==> src/core/tdcoh_pkg.sv <==
// Package: constants, opcodes, states and state record of the opcode handler
package tdcoh_pkg;
  localparam int          DW            = 16;
  localparam int          AW            = 4;
  localparam int          MAX_CH        = 128;
  localparam int          WW            = 32;

  // Register byte offsets
  localparam logic [3:0]  OFS_CMD       = 4'h0;
  localparam logic [3:0]  OFS_STATUS    = 4'h4;
  localparam logic [3:0]  OFS_IRQ_STAT  = 4'h8;
  localparam logic [3:0]  OFS_IRQ_MASK  = 4'hc;

  // Opcode identifiers (upper byte)
  localparam logic [7:0]  OP_DT_RD      = 8'h29;
  localparam logic [7:0]  OP_HT_EN      = 8'h30;
  localparam logic [7:0]  OP_HT_DIS     = 8'h31;
  localparam logic [7:0]  OP_HT_RD      = 8'h32;
  localparam logic [7:0]  OP_HL_SET     = 8'h33;
  localparam logic [7:0]  OP_HL_RD      = 8'h34;
  localparam logic [7:0]  OP_EM_EN      = 8'h35;
  localparam logic [7:0]  OP_EM_DIS     = 8'h36;
  localparam logic [7:0]  OP_BP_EN      = 8'h37;
  localparam logic [7:0]  OP_BP_DIS     = 8'h38;
  localparam logic [7:0]  OP_ET_SET     = 8'h39;
  localparam logic [7:0]  OP_ET_RD      = 8'h3a;
  localparam logic [7:0]  OP_BS_SET     = 8'h3b;
  localparam logic [7:0]  OP_BS_RD      = 8'h3c;
  localparam logic [7:0]  OP_CH_EN      = 8'h40;
  localparam logic [7:0]  OP_CH_DIS     = 8'h41;

  // Reset values
  localparam logic [1:0]  DT_RST        = 2'h0;
  localparam logic [3:0]  HL_NOLIMIT    = 4'h9;
  localparam logic [2:0]  BS_RST        = 3'h7;
  localparam logic [10:0] ET_RST        = 11'h000;

  // Readout word tags and error flags
  localparam logic [3:0]  TAG_HDR       = 4'h1;
  localparam logic [3:0]  TAG_ERR       = 4'h2;
  localparam logic [3:0]  TAG_TRL       = 4'h3;
  localparam logic [15:0] FLG_SIZE      = 16'h1000;
  localparam logic [15:0] FLG_GLOBAL    = 16'h0800;

  // Interrupt bit positions and width
  localparam int          IRQ_SIZE      = 0;
  localparam int          IRQ_GERR      = 1;
  localparam int          IRQ_BADOP     = 2;
  localparam int          IRQ_W         = 3;

  typedef enum logic [1:0] {
    TDCOH_IDLE       = 2'b00,
    TDCOH_WAIT_PARAM = 2'b01,
    TDCOH_WAIT_READ  = 2'b10
  } tdcoh_fsm_e;

  typedef struct packed {
    tdcoh_fsm_e          st;
    logic                busy;
    logic [7:0]          pend_op;
    logic [DW-1:0]       rd_word;
    logic                ht_en;
    logic [3:0]          hit_lim;
    logic                err_mark;
    logic                bypass;
    logic [10:0]         err_type;
    logic [2:0]          buf_size;
    logic [MAX_CH-1:0]   chan_en;
    logic [DW-1:0]       rdata;
    logic [IRQ_W-1:0]    irq_stat;
    logic [IRQ_W-1:0]    irq_mask;
    logic                irq;
    logic                gerr;
    logic                in_evt;
    logic [8:0]          hit_cnt;
    logic                ovf;
    logic                gerr_seen;
    logic                pend_err;
    logic                pend_trl;
    logic                out_valid;
    logic [WW-1:0]       out_word;
  } tdcoh_state_s;
endpackage

==> src/core/tdcoh_top.sv <==
// Opcode interpreter for the digitizer readout settings with event composer
`timescale 1ns/1ps
module tdcoh_top
  import tdcoh_pkg::*;
#(
  parameter int NUM_CH = 128
) (
  // Clock, reset, enable
  input  wire logic                       clk_sys,
  input  wire logic                       arst_n,
  input  wire logic                       ce,
  // Register port
  input  wire logic [tdcoh_pkg::AW-1:0]   reg_addr,
  input  wire logic [tdcoh_pkg::DW-1:0]   reg_wdata,
  input  wire logic                       reg_wr,
  input  wire logic                       reg_rd,
  output logic      [tdcoh_pkg::DW-1:0]   reg_rdata,
  output logic                            irq,
  // Settings towards the digitizer units
  output logic                            busy,
  output logic      [2:0]                 buf_size_code,
  output logic      [tdcoh_pkg::MAX_CH-1:0] chan_en,
  output logic                            global_err,
  // Error sources and acquisition mode
  input  wire logic [10:0]                int_err,
  input  wire logic                       trig_match,
  // Event input
  input  wire logic                       ev_start,
  input  wire logic                       ev_end,
  input  wire logic                       hit_valid,
  input  wire logic [tdcoh_pkg::WW-1:0]   hit_word,
  // Readout stream
  output logic                            out_valid,
  output logic      [tdcoh_pkg::WW-1:0]   out_word
);
  import tdcoh_pkg::*;

  tdcoh_state_s q;
  tdcoh_state_s d;

  logic [7:0]  op_id;
  logic [7:0]  op_idx;
  logic [8:0]  lim_val;
  logic        no_lim;
  logic        cmd_wr;
  logic        cmd_rd;
  logic [IRQ_W-1:0] ev_set;

  assign op_id  = reg_wdata[15:8];
  assign op_idx = reg_wdata[7:0];
  assign cmd_wr = reg_wr && (reg_addr == OFS_CMD);
  assign cmd_rd = reg_rd && (reg_addr == OFS_CMD);

  // Hit limit code to count
  always_comb
  begin
    no_lim  = (q.hit_lim > 4'h8);
    lim_val = 9'h000;
    if (q.hit_lim != 4'h0 && !no_lim)
    begin
      lim_val = 9'h001 << (q.hit_lim - 4'h1);
    end
  end

  always_comb
  begin
    d      = q;
    ev_set = '0;
    d.rdata = '0;
    d.out_valid = 1'b0;
    d.gerr = |(int_err & q.err_type);

    // Command controller
    case (q.st)
      TDCOH_IDLE:
      begin
        if (cmd_wr)
        begin
          d.pend_op = op_id;
          case (op_id)
            OP_DT_RD:
            begin
              d.rd_word = {14'h0000, DT_RST};
              d.st      = TDCOH_WAIT_READ;
            end
            OP_HT_EN:  d.ht_en = 1'b1;
            OP_HT_DIS: d.ht_en = 1'b0;
            OP_HT_RD:
            begin
              d.rd_word = {15'h0000, q.ht_en};
              d.st      = TDCOH_WAIT_READ;
            end
            OP_HL_RD:
            begin
              d.rd_word = {12'h000, q.hit_lim};
              d.st      = TDCOH_WAIT_READ;
            end
            OP_EM_EN:  d.err_mark = 1'b1;
            OP_EM_DIS: d.err_mark = 1'b0;
            OP_BP_EN:  d.bypass = 1'b1;
            OP_BP_DIS: d.bypass = 1'b0;
            OP_ET_RD:
            begin
              d.rd_word = {5'h00, q.err_type};
              d.st      = TDCOH_WAIT_READ;
            end
            OP_BS_RD:
            begin
              d.rd_word = {13'h0000, q.buf_size};
              d.st      = TDCOH_WAIT_READ;
            end
            OP_HL_SET, OP_ET_SET, OP_BS_SET:
            begin
              d.st = TDCOH_WAIT_PARAM;
            end
            OP_CH_EN:
            begin
              if (32'(op_idx) < NUM_CH)
              begin
                d.chan_en[op_idx[6:0]] = 1'b1;
              end
            end
            OP_CH_DIS:
            begin
              if (32'(op_idx) < NUM_CH)
              begin
                d.chan_en[op_idx[6:0]] = 1'b0;
              end
            end
            default: ev_set[IRQ_BADOP] = 1'b1;
          endcase
        end
      end
      TDCOH_WAIT_PARAM:
      begin
        // Only a write to the command register releases the wait
        if (cmd_wr)
        begin
          case (q.pend_op)
            OP_HL_SET: d.hit_lim  = reg_wdata[3:0];
            OP_ET_SET: d.err_type = reg_wdata[10:0];
            OP_BS_SET: d.buf_size = reg_wdata[2:0];
            default:   d.hit_lim  = q.hit_lim;
          endcase
          d.st = TDCOH_IDLE;
        end
      end
      TDCOH_WAIT_READ:
      begin
        if (cmd_rd)
        begin
          d.rdata = q.rd_word;
          d.st    = TDCOH_IDLE;
        end
        else if (cmd_wr)
        begin
          ev_set[IRQ_BADOP] = 1'b1;
        end
      end
      default: d.st = TDCOH_IDLE;
    endcase

    // Register reads other than the pending answer
    if (reg_rd)
    begin
      case (reg_addr)
        OFS_STATUS:   d.rdata = {14'h0000, q.st};
        OFS_IRQ_STAT: d.rdata = {13'h0000, q.irq_stat};
        OFS_IRQ_MASK: d.rdata = {13'h0000, q.irq_mask};
        default:      d.rdata = d.rdata;
      endcase
    end
    if (reg_wr && reg_addr == OFS_IRQ_MASK)
    begin
      d.irq_mask = reg_wdata[IRQ_W-1:0];
    end

    // Event composer
    if (q.pend_err)
    begin
      d.out_valid = 1'b1;
      d.out_word  = {TAG_ERR, 12'h000,
                     (q.ovf ? FLG_SIZE : 16'h0000) |
                     ((q.gerr_seen && q.err_mark) ? FLG_GLOBAL : 16'h0000)};
      d.pend_err  = 1'b0;
    end
    else if (q.pend_trl)
    begin
      d.out_valid = 1'b1;
      d.out_word  = {TAG_TRL, 19'h00000, q.hit_cnt};
      d.pend_trl  = 1'b0;
    end
    else if (ev_start)
    begin
      d.in_evt    = 1'b1;
      d.hit_cnt   = 9'h000;
      d.ovf       = 1'b0;
      d.gerr_seen = 1'b0;
      if (trig_match && q.ht_en)
      begin
        d.out_valid = 1'b1;
        d.out_word  = {TAG_HDR, 28'h0000000};
      end
    end
    else if (q.in_evt)
    begin
      if (q.gerr)
      begin
        d.gerr_seen = 1'b1;
      end
      if (hit_valid && !(trig_match && q.bypass && (q.gerr || q.gerr_seen)))
      begin
        if (!trig_match || no_lim || q.hit_cnt < lim_val)
        begin
          d.out_valid = 1'b1;
          d.out_word  = hit_word;
          if (q.hit_cnt != 9'h1ff)
          begin
            d.hit_cnt = q.hit_cnt + 9'h001;
          end
        end
        else
        begin
          d.ovf = 1'b1;
        end
      end
      if (ev_end)
      begin
        d.in_evt = 1'b0;
        if (trig_match)
        begin
          d.pend_err = d.ovf || ((d.gerr_seen) && q.err_mark);
          d.pend_trl = q.ht_en;
          ev_set[IRQ_SIZE] = d.ovf;
        end
      end
    end

    if (q.gerr && !d.gerr)
    begin
      ev_set[IRQ_GERR] = 1'b0;
    end
    ev_set[IRQ_GERR] = d.gerr && !q.gerr;

    // Sticky status: set wins over write-one-clear
    if (reg_wr && reg_addr == OFS_IRQ_STAT)
    begin
      d.irq_stat = q.irq_stat & ~reg_wdata[IRQ_W-1:0];
    end
    d.irq_stat = d.irq_stat | ev_set;
    d.irq      = |(d.irq_stat & d.irq_mask);
    // Wait flag kept in its own flop so the output needs no decode
    d.busy     = (d.st != TDCOH_IDLE);
  end

  always_ff @(posedge clk_sys or negedge arst_n)
  begin
    if (!arst_n)
    begin
      q          <= '0;
      q.st       <= TDCOH_IDLE;
      q.hit_lim  <= HL_NOLIMIT;
      q.err_mark <= 1'b1;
      q.err_type <= ET_RST;
      q.buf_size <= BS_RST;
      q.chan_en  <= '1;
    end
    else if (ce)
    begin
      q <= d;
    end
  end

  assign reg_rdata     = q.rdata;
  assign irq           = q.irq;
  assign busy          = q.busy;
  assign buf_size_code = q.buf_size;
  assign chan_en       = q.chan_en;
  assign global_err    = q.gerr;
  assign out_valid     = q.out_valid;
  assign out_word      = q.out_word;
endmodule

==> config.mk <==
export PLATFORM = sky130hd
export DESIGN_NAME = tdcoh_top
export DESIGN_NICKNAME = d
export VERILOG_FILES = /design/src/core/tdcoh_pkg.sv /design/src/core/tdcoh_top.sv
export SDC_FILE = /design/constraint.sdc
export NUM_CORES = 1
export LEC_CHECK = 0
export BUFFER_PORTS_ARGS = -buffer_cell sky130_fd_sc_hd__clkbuf_2
export CELL_PAD_IN_SITES_DETAIL_PLACEMENT = 0
export CELL_PAD_IN_SITES_GLOBAL_PLACEMENT = 2
export CORE_UTILIZATION = 37
export DETAILED_ROUTE_END_ITERATION = 10
export PLACE_DENSITY = 0.81
export SLEW_MARGIN = 20
export SYNTH_ARGS = -nofsm -noshare
export SYNTH_HDL_FRONTEND = slang
export SYNTH_SLANG_ARGS = --single-unit
==> constraint.sdc <==
create_clock -name clk_sys -period 6.05 [get_ports clk_sys]
set_input_delay 0.9075 -clock clk_sys [delete_from_list [all_inputs] [get_ports clk_sys]]
set_output_delay 0.9075 -clock clk_sys [all_outputs]
set_load 0.05 [all_outputs]
Word level (Yosys, flattened, before mapping)
Index checks and enable logic that the tools add are counted.
Widths: inputs -> output; s select.
{"block": "classes", "addsub": 2, "n_eq_ne": 28, "shifts": 1, "mux": 61, "n_reduce_logical": 54, "bitwise_logic": 11, "n_lt_le_gt_ge": 5}
{"operator": "$mux 128", "n": 2}
{"operator": "$pmux 128 s2", "n": 1}
{"operator": "$mux 33", "n": 5}
{"operator": "$eq 8x6->1 const B", "n": 17}
{"operator": "$and 128x128->128", "n": 1}
{"operator": "$not 128->128", "n": 1}
{"operator": "$or 128x128->128", "n": 1}
{"operator": "$pmux 16 s5", "n": 1}
{"operator": "$mux 10", "n": 5}
{"operator": "$mux 16", "n": 3}
{"operator": "$pmux 16 s3", "n": 1}
{"operator": "$mux 47", "n": 1}
{"operator": "$mux 34", "n": 1}
{"operator": "$reduce_and 4->1", "n": 8}
{"operator": "$mux 9", "n": 3}
{"operator": "$mux 12", "n": 2}
{"operator": "$mux 1", "n": 20}
{"operator": "$reduce_bool 4->1", "n": 5}
{"operator": "$eq 8x7->1 const B", "n": 2}
{"operator": "$reduce_or 16->1", "n": 1}
{"operator": "$logic_and 1x1->1", "n": 13}
{"operator": "$mux 13", "n": 1}
{"operator": "$or 13x12->13", "n": 1}
{"operator": "$mux 2", "n": 6}
{"operator": "39 further kinds", "n": 60}
{"block": "totals", "elab_cells": 186, "out_inout_bits": 183, "regBits": 247}

Logic depth before layout (Yosys ltp)
Gate-level depths: netlist (run 1).
{"block": "logic_depth", "depth_word": 21, "mapped_depth": 11, "depth_no_buf": 9}

Worst setup path after synthesis (run 1)
No wires, ideal clock.
{"block": "synth_timing", "path_type": "register to register", "from": "register q[215] (netlist bit)", "to": "register q, in the netlist out_word[11]", "stages_incl_launch_ff": 11, "n_path_buf": 2, "t_required_ps": 5925, "t_arrival_ps": 2731, "setup_slack_ps": 3194, "synth_period_minus_slack_ps": 2856, "setup_ps": 125, "path_cell_list": "dfstp_2 > buf_2 > nand3_1 > ha_1 > a211o_1 > a21oi_1 > a2111oi_4 > nor4_2 > o31a_1 > buf_6 > mux2_4"}
{"block": "synth_via", "elab_chain_len": 8, "word_cells_on_any_way": 12, "cone_classes": "add/sub (1); order compare (2); shift (1); mux (1); reduce/logical (7)"}
{"item": "start, declared", "line_no": "tdcoh_top.sv:38", "source": "tdcoh_state_s q;"}
{"item": "$gt 4x4->1", "line_no": "tdcoh_top.sv:57", "source": "no_lim = (q.hit_lim > 4'h8);"}
{"item": "$logic_not 1->1", "line_no": "tdcoh_top.sv:59", "source": "if (q.hit_lim != 4'h0 && !no_lim)"}
{"item": "$logic_and 1x1->1", "line_no": "tdcoh_top.sv:59"}
{"item": "$mux 9", "line_no": "tdcoh_top.sv:59"}
{"item": "$lt 9x9->1", "line_no": "tdcoh_top.sv:213", "source": "if (!trig_match || no_lim || q.hit_cnt < lim_val)"}
{"item": "$logic_or 1x1->1 (*)", "line_no": "tdcoh_top.sv:213"}
{"item": "$reduce_bool 4->1 (no source line) (*)"}
{"item": "$reduce_and 5->1 (no source line) (*)"}
Mark *: on every way between the ends. The rest lies on a longest branch, timed or not.
A chain may end at the register's enable or synchronous reset.

Worst setup path in the final report (run 1)
{"block": "layout_timing", "from": "register q[217] (netlist bit)", "to": "register q, in the netlist out_word[30]"}
The elaborated chain is that of the path after synthesis.

==> results of run 1 <==
area by class of cell:
type | instances | area [µm²] | share of cell area [%]
clock buffers | 41 | 798 | 5.94
multi-input cells | 688 | 4420 | 32.9
repair buffers | 261 | 1360 | 10.1
diodes | 1 | 2.50 | 0.0186
inverters | 36 | 135 | 1.01
clock inverters | 7 | 63.8 | 0.475
flip-flops and latches | 237 | 6100 | 45.4
well taps | 442 | 553 | 4.12
layer usage:
| metal | global-route usage, % | vias to the layer above |
|---|---|---|
| li1 | - | 4322 |
| met1 | 25.3 | 4303 |
| met2 | 29.5 | 265 |
| met3 | 4.62 | 31 |
| met4 | 3.50 | 2 |
| met5 | 0 | - |
Yosys cell counts, drive strengths merged, types with 16 or more instances:
library cell and n:
o31ai 71, a31oi 72, nor2 46, a21oi 81, clkbuf 56, o21ai 115
dfrtp 103, nand2 53, a22o 20, inv 35, buf 199, nand4 23
dfstp 134, nand3 32, nor3 16, mux2 36
through the flow:
stage / cells / utilization (%) / power [mW] / hold slack [ns] / worst slack [ns]
after floorplan: 1216 / - / 2.00 / 0.450 / 3.19
after global placement: 1664 / 38.5 / 2.11 / 0.464 / 2.19
after detailed placement: 1664 / 38.5 / 2.11 / 0.474 / 2.12
after CTS: 1712 / 41.2 / 3.74 / 0.490 / 2.16
after global routing: 1712 / 41.2 / 3.83 / 0.505 / 1.96
final: 1713 / 41.2 / 3.68 / 0.481 / 2.25
worst paths after layout:
path | start | to | slack (ns) | cells past startpoint
worst max register to register | q[217]$_DFFE_PN0P_ | out_word[30]$_DFFE_PN0P_ | 2.25 | 11
worst max-delay path | q[217]$_DFFE_PN0P_ | out_word[30]$_DFFE_PN0P_ | 2.25 | 11
min in group asynchronous | arst_n | async pin | 0.82 | 1
max in group asynchronous | arst_n | reg_rdata[2]$_DFFE_PN0P_ | 4.52 | 2
worst min register to register | reg_rdata[2]$_DFFE_PN0P_ | reg_rdata[2]$_DFFE_PN0P_ | 0.48 | 1
worst min-delay path | reg_rdata[2]$_DFFE_PN0P_ | reg_rdata[2]$_DFFE_PN0P_ | 0.48 | 1
where the power goes:
group	switching, mW	internal [mW]	total [mW]
sequential	0.0399	1.65	1.69
clock	0.655	0.945	1.60
combinational	0.288	0.106	0.394
cells by family (layout without fill, tap and decap cells):
family / after synthesis / count (layout) / share of synthesized area (%)
adder cells (fa/ha/maj): 10 / 10 / 1.02
buffers and inverters: 291 / 345 / 14.6
flip-flops: 237 / 237 / 49.6
AND/OR/NAND/NOR: 231 / 231 / 9.91
AO/OA/AOI/OAI: 400 / 400 / 20.6
other: 2 / 7 / 0.0611
multiplexers: 41 / 41 / 4.11
==> results by group, run 1 <==
Finish
  – Area Overhead vs Synth: 9.35%
  – Net count reported at finish: 1333
  – Cell area after layout: about 13000 µm²
  – Most frequent cells in the layout: clkbuf_2 (248), dfstp_2 (134), o21ai_0 (115)
  – # fillers: roughly 3.2k
  – Share of layout cells above drive strength 1: 38.7%
  – Most common cell after layout, fill and taps aside: clkbuf_2

Floorplan
  – Core Region: about 33000 µm²
  – Die footprint: around 34000 µm²
  – Row cnt: 66
  – Io pins: ~260
  – Die Wd: ~180 µm
  – DIE HEIGHT: 184 µm
  – Initial Util: 37.7%

Global routing
  – Antenna violations before repair: 1
  – Total gr overflow: 0
  – First-pass GRT wire length: between 40000 and 50000 µm
  – Vias in the first global route: a little under 9k
  – Aggregate global-route resource usage: a little under a fifth
  – Largest net degree at the start of global routing: approximately 120

Synthesis
  – Yosys top cell by area: dfstp_2
  – Ys async rst share: between 90% and 100%
  – Post-Syn Area per Cell: approximately 10 µm²
  – Flops & latches, synth: about 240
  – Cell count after synthesis: approximately 1.2k
  – Top cell type's share of synthesized area: between 20 and 30%
  – Unique masters post-synth: 66
  – Largest cells by area after synthesis: dfstp_2 (29%), dfrtp_1 (21%), buf_4 (11%), o21ai_0 (4.7%), o31ai_1 (4.2%)
  – Commonest register cell after synthesis: dfstp_2
  – Sequential area share after synthesis: 49.6%
  – Synth Warn #: 0
  – EDFF count, synth: 0
  – Synthesized area: roughly 12000 µm²

CTS
  – Clock Pin Slew Worst Setup and Hold Paths: 0.06 ns
  – Clk_lat worst skew: about 0.55 ns
  – H-tree Lvls: 1
  – TritonCTS clock tree: yes
  – Root Buffer: clkbuf_16
  – Setup Buffers After CTS: 0
  – Hold buffer count at cts: 0
  – Sink Count: ~240
  – Number of CTS-inserted buffers: 27
  – Post-cts resize count: 0
  – Clock tree buffer depth: 3

Detailed routing
  – Vias per std cell: 5.21
  – DR DRC count: 0
  – Top Metal Used: met5
  – Metal3 WL: approximately 2300 µm
  – Post-route antenna net violation count: 0
  – Via count: approximately 8.9k
  – Initial DRC count: approximately 430
  – Routed wl met2: 14200 µm
  – Met1 wire length: about 14000 µm
  – TritonRoute pass-1 iters: 7
  – Total Wirelength: ~31000 µm
  – WL per Instance: ~18 µm

Timing
  – Final worst path period share: about 63%
  – Max Clock Skew: roughly 0.022 ns
  – RSZ-0062 raised after global routing: false
  – Tightest Pin Transition: roughly 1.0 ns
  – Max-slew violation count: 0
  – Final Hold Fails: 0
  – Max transition margin: 31.0%
  – F_max: about 260 MHz
  – Min cycle time layout: between 3 and 4 ns
  – Setup_tns: 0 ns
  – Final setup fails: 0

Worst setup path
  – Critical path endpoint category: flip-flop
  – CP Launch Type: flip-flop
  – Most frequent CP cell: buf_4
  – Critical path type: flip-flop to flip-flop
  – CP max stage cell: o31a_1
  – Worst Path Required: 6.45 ns
  – Worst Path Max Fanout: 22
  – Crit path cell chain: nor2b_1 > nand2_1 > ha_1 > o21a_1 > a21oi_1 > a2111oi_4 > nor4_4 > buf_4 > o31a_1 > buf_4 > o21ai_0
  – Crit path buf inv count: 2
  – Crit path DAT: roughly 4.2 ns
  – Crit path max-delay family: compound AO/OA/AOI/OAI gates
  – CP peak stage delay: 0.86 ns

Worst hold path
  – Worst hold path type: flip-flop to flip-flop

Place
  – I/O Buffers: about 250
  – Routability-driven placement congestion ratio: ~0.85
  – Post-DP Area: about 13000 µm²
  – Post-DP HPWL: approximately 21000 µm

Pwr
  – Maximum vdd drop: approximately 0.00019 V
  – Power Density: 274 nW/µm²
  – Pleak: roughly 5.9 nW

Flow run
  – Max_cap viols: 0

Status
  – Outcome: finished, final reports clean
Note: power is estimated with default switching activity, not from simulation.
==> run 2: changes to the inputs <==
CORE_UTILIZATION = 35   (was 37)
PLACE_DENSITY = 0.77   (was 0.81)
clock period = 3.7 ns   (was 6.05 ns; I/O delays follow)
==> results by group, run 2 (synthesis results as in run 1) <==
Floorplan
  – Die footprint: ~36000 µm²
  – Io pins: between 200 and 300
  – Die Wd: 189 µm
  – Core Region: roughly 35000 µm²
  – Initial Util: about 36%
  – Row cnt: 68
  – DIE HEIGHT: roughly 190 µm

Detailed routing
  – Vias per std cell: between 5 and 6
  – Initial DRC count: between 500 and 600
  – Total Wirelength: roughly 33000 µm
  – TritonRoute pass-1 iters: 5
  – Post-route antenna net violation count: 0
  – Via count: ~9k
  – WL per Instance: roughly 19 µm
  – DR DRC count: 0

CTS
  – H-tree Lvls: 1
  – TritonCTS clock tree: yes
  – Number of CTS-inserted buffers: 28
  – Clock tree buffer depth: 3
  – Clk_lat worst skew: about 0.54 ns
  – Root Buffer: clkbuf_16
  – Sink Count: 237
  – Clock Pin Slew Worst Setup and Hold Paths: ~0.060 ns

Worst setup path
  – Reg2Reg Capture Point: out_word[23]$_DFFE_PN0P_
  – Crit path DAT: 3.59 ns
  – R2R Setup Slk: between 0.5 and 0.6 ns
  – Worst Path Max Fanout: 21
  – Reg2Reg Depth: 10
  – CP Launch Type: flip-flop
  – Critical path type: flip-flop to flip-flop
  – RR Startpoint: q[217]$_DFFE_PN0P_
  – Worst Path Required: between 4 and 5 ns
  – Critical path endpoint category: flip-flop

Pwr
  – Power Density: 455 nW/µm²
  – Pleak: 5.95 nW
  – Maximum vdd drop: 0.000307 V
  – Total power: just over 6 mW

Place
  – Post-DP HPWL: between 20000 and 25000 µm
  – I/O Buffers: 249
  – Routability-driven placement congestion ratio: 0.855

Timing
  – Tightest Pin Transition: about 0.95 ns
  – Max Clock Skew: around 0.0099 ns
  – Hold slack: 0.268 ns
  – Max-slew violation count: 0
  – RSZ-0062 raised after global routing: false
  – Final worst path period share: a little over four fifths
  – Final Hold Fails: 0
  – F_max: about 320 MHz
  – Min cycle time layout: roughly 3.1 ns
  – Max transition margin: between 30% and 40%
  – Final setup fails: 0
  – Setup_tns: 0 ns

Finish
  – Most common cell after layout, fill and taps aside: clkbuf_2
  – Final core utilization: between 30% and 40%
  – Net count reported at finish: around 1.3k
  – Area Overhead vs Synth: 11.0%
  – # fillers: 3517
  – Share of layout cells above drive strength 1: 38.8%
  – Antenna Cells: 0
  – Most frequent cells in the layout: clkbuf_2 (248), dfstp_2 (134), o21ai_0 (115)

Worst hold path
  – Hold EP: out_word[30]$_DFFE_PN0P_
  – Worst hold path type: input pin to flip-flop
  – WHS Path Cells: 3
  – Hold Crit Start: hit_word[30]

Global routing
  – Largest net degree at the start of global routing: 96
  – Antenna violations before repair: 1
  – First-pass GRT wire length: ~51000 µm
  – Aggregate global-route resource usage: approximately 18%
  – Vias in the first global route: roughly 8.8k
  – Total gr overflow: 0

Status
  – Outcome: finished, final reports clean

Flow run
  – Max_cap viols: 0
==> run 2: worst max-delay path by stage <==
stage | from | endpoint | slack (ns) | depth (start not counted)
floorplan | q[215]$_DFFE_PN1P_ | out_word[11]$_DFFE_PN0P_ | 0.84 | 10
global placement | q[217]$_DFFE_PN0P_ | out_word[1]$_DFFE_PN0P_ | 0.27 | 9
detailed placement | q[217]$_DFFE_PN0P_ | out_word[23]$_DFFE_PN0P_ | 0.30 | 10
CTS | q[217]$_DFFE_PN0P_ | out_word[23]$_DFFE_PN0P_ | 0.26 | 10
global route | q[217]$_DFFE_PN0P_ | out_word[26]$_DFFE_PN0P_ | 0.32 | 10
finish | q[217]$_DFFE_PN0P_ | out_word[23]$_DFFE_PN0P_ | 0.56 | 10
==> run 2: per-stage QoR <==
stage	setup WS [ns]	cell area, µm²	instances
floorplan	0.844	12300	1216
global placement	0.271	12700	1688
detailed placement	0.298	12700	1688
CTS	0.263	13600	1740
global route	0.321	13600	1740
finish	0.556	13600	1740
==> run 2: timing repair <==
item	CTS	global route
setup buffers	0	0
endpoints found under the setup margin	0	6
endpoints found under the hold margin	19	0
hold buffers	1	0
resized for setup	0	1
==> run 2: final cells by class <==
cell class	instances	area, µm²	share of cell area, %
Sequential cell	237	6100	44.7
Multi-Input combinational cell	688	4430	32.5
Timing Repair Buffer	273	1480	10.8
Clock buffer	41	801	5.87
Tap cell	455	569	4.17
Inverter	36	135	0.991
Clock inverter	10	129	0.945
==> run 2: critical path, stage by stage (launching register included) <==
cell,delay [ns]
dfrtp_1,0.45
nor2b_1,0.29
nand3b_1,0.14
ha_1,0.31
nand4_1,0.09
a21o_1,0.19
a2111oi_4,0.50
nor4_4,0.10
o31a_2,0.54
buf_4,0.26
o21ai_0,0.17
==> run 2: power breakdown <==
part / switching (mW) / total [mW] / internal [mW]
sequential: 0.0666 / 2.76 / 2.69
combinational: 0.477 / 0.656 / 0.179
clock: 1.09 / 2.79 / 1.70
total: 1.64 / 6.21 / 4.57
==> run 2: metal layers <==
| metal | vias up | share of wire (%) | GRT usage [%] |
|---|---|---|---|
| met5 | - | 0.052 | 0 |
| li1 | 4338 | - | - |
| met2 | 246 | 46 | 28.6 |
| met4 | 2 | 2.0 | 4.78 |
| met3 | 45 | 6.5 | 4.28 |
| met1 | 4391 | 45 | 24.4 |
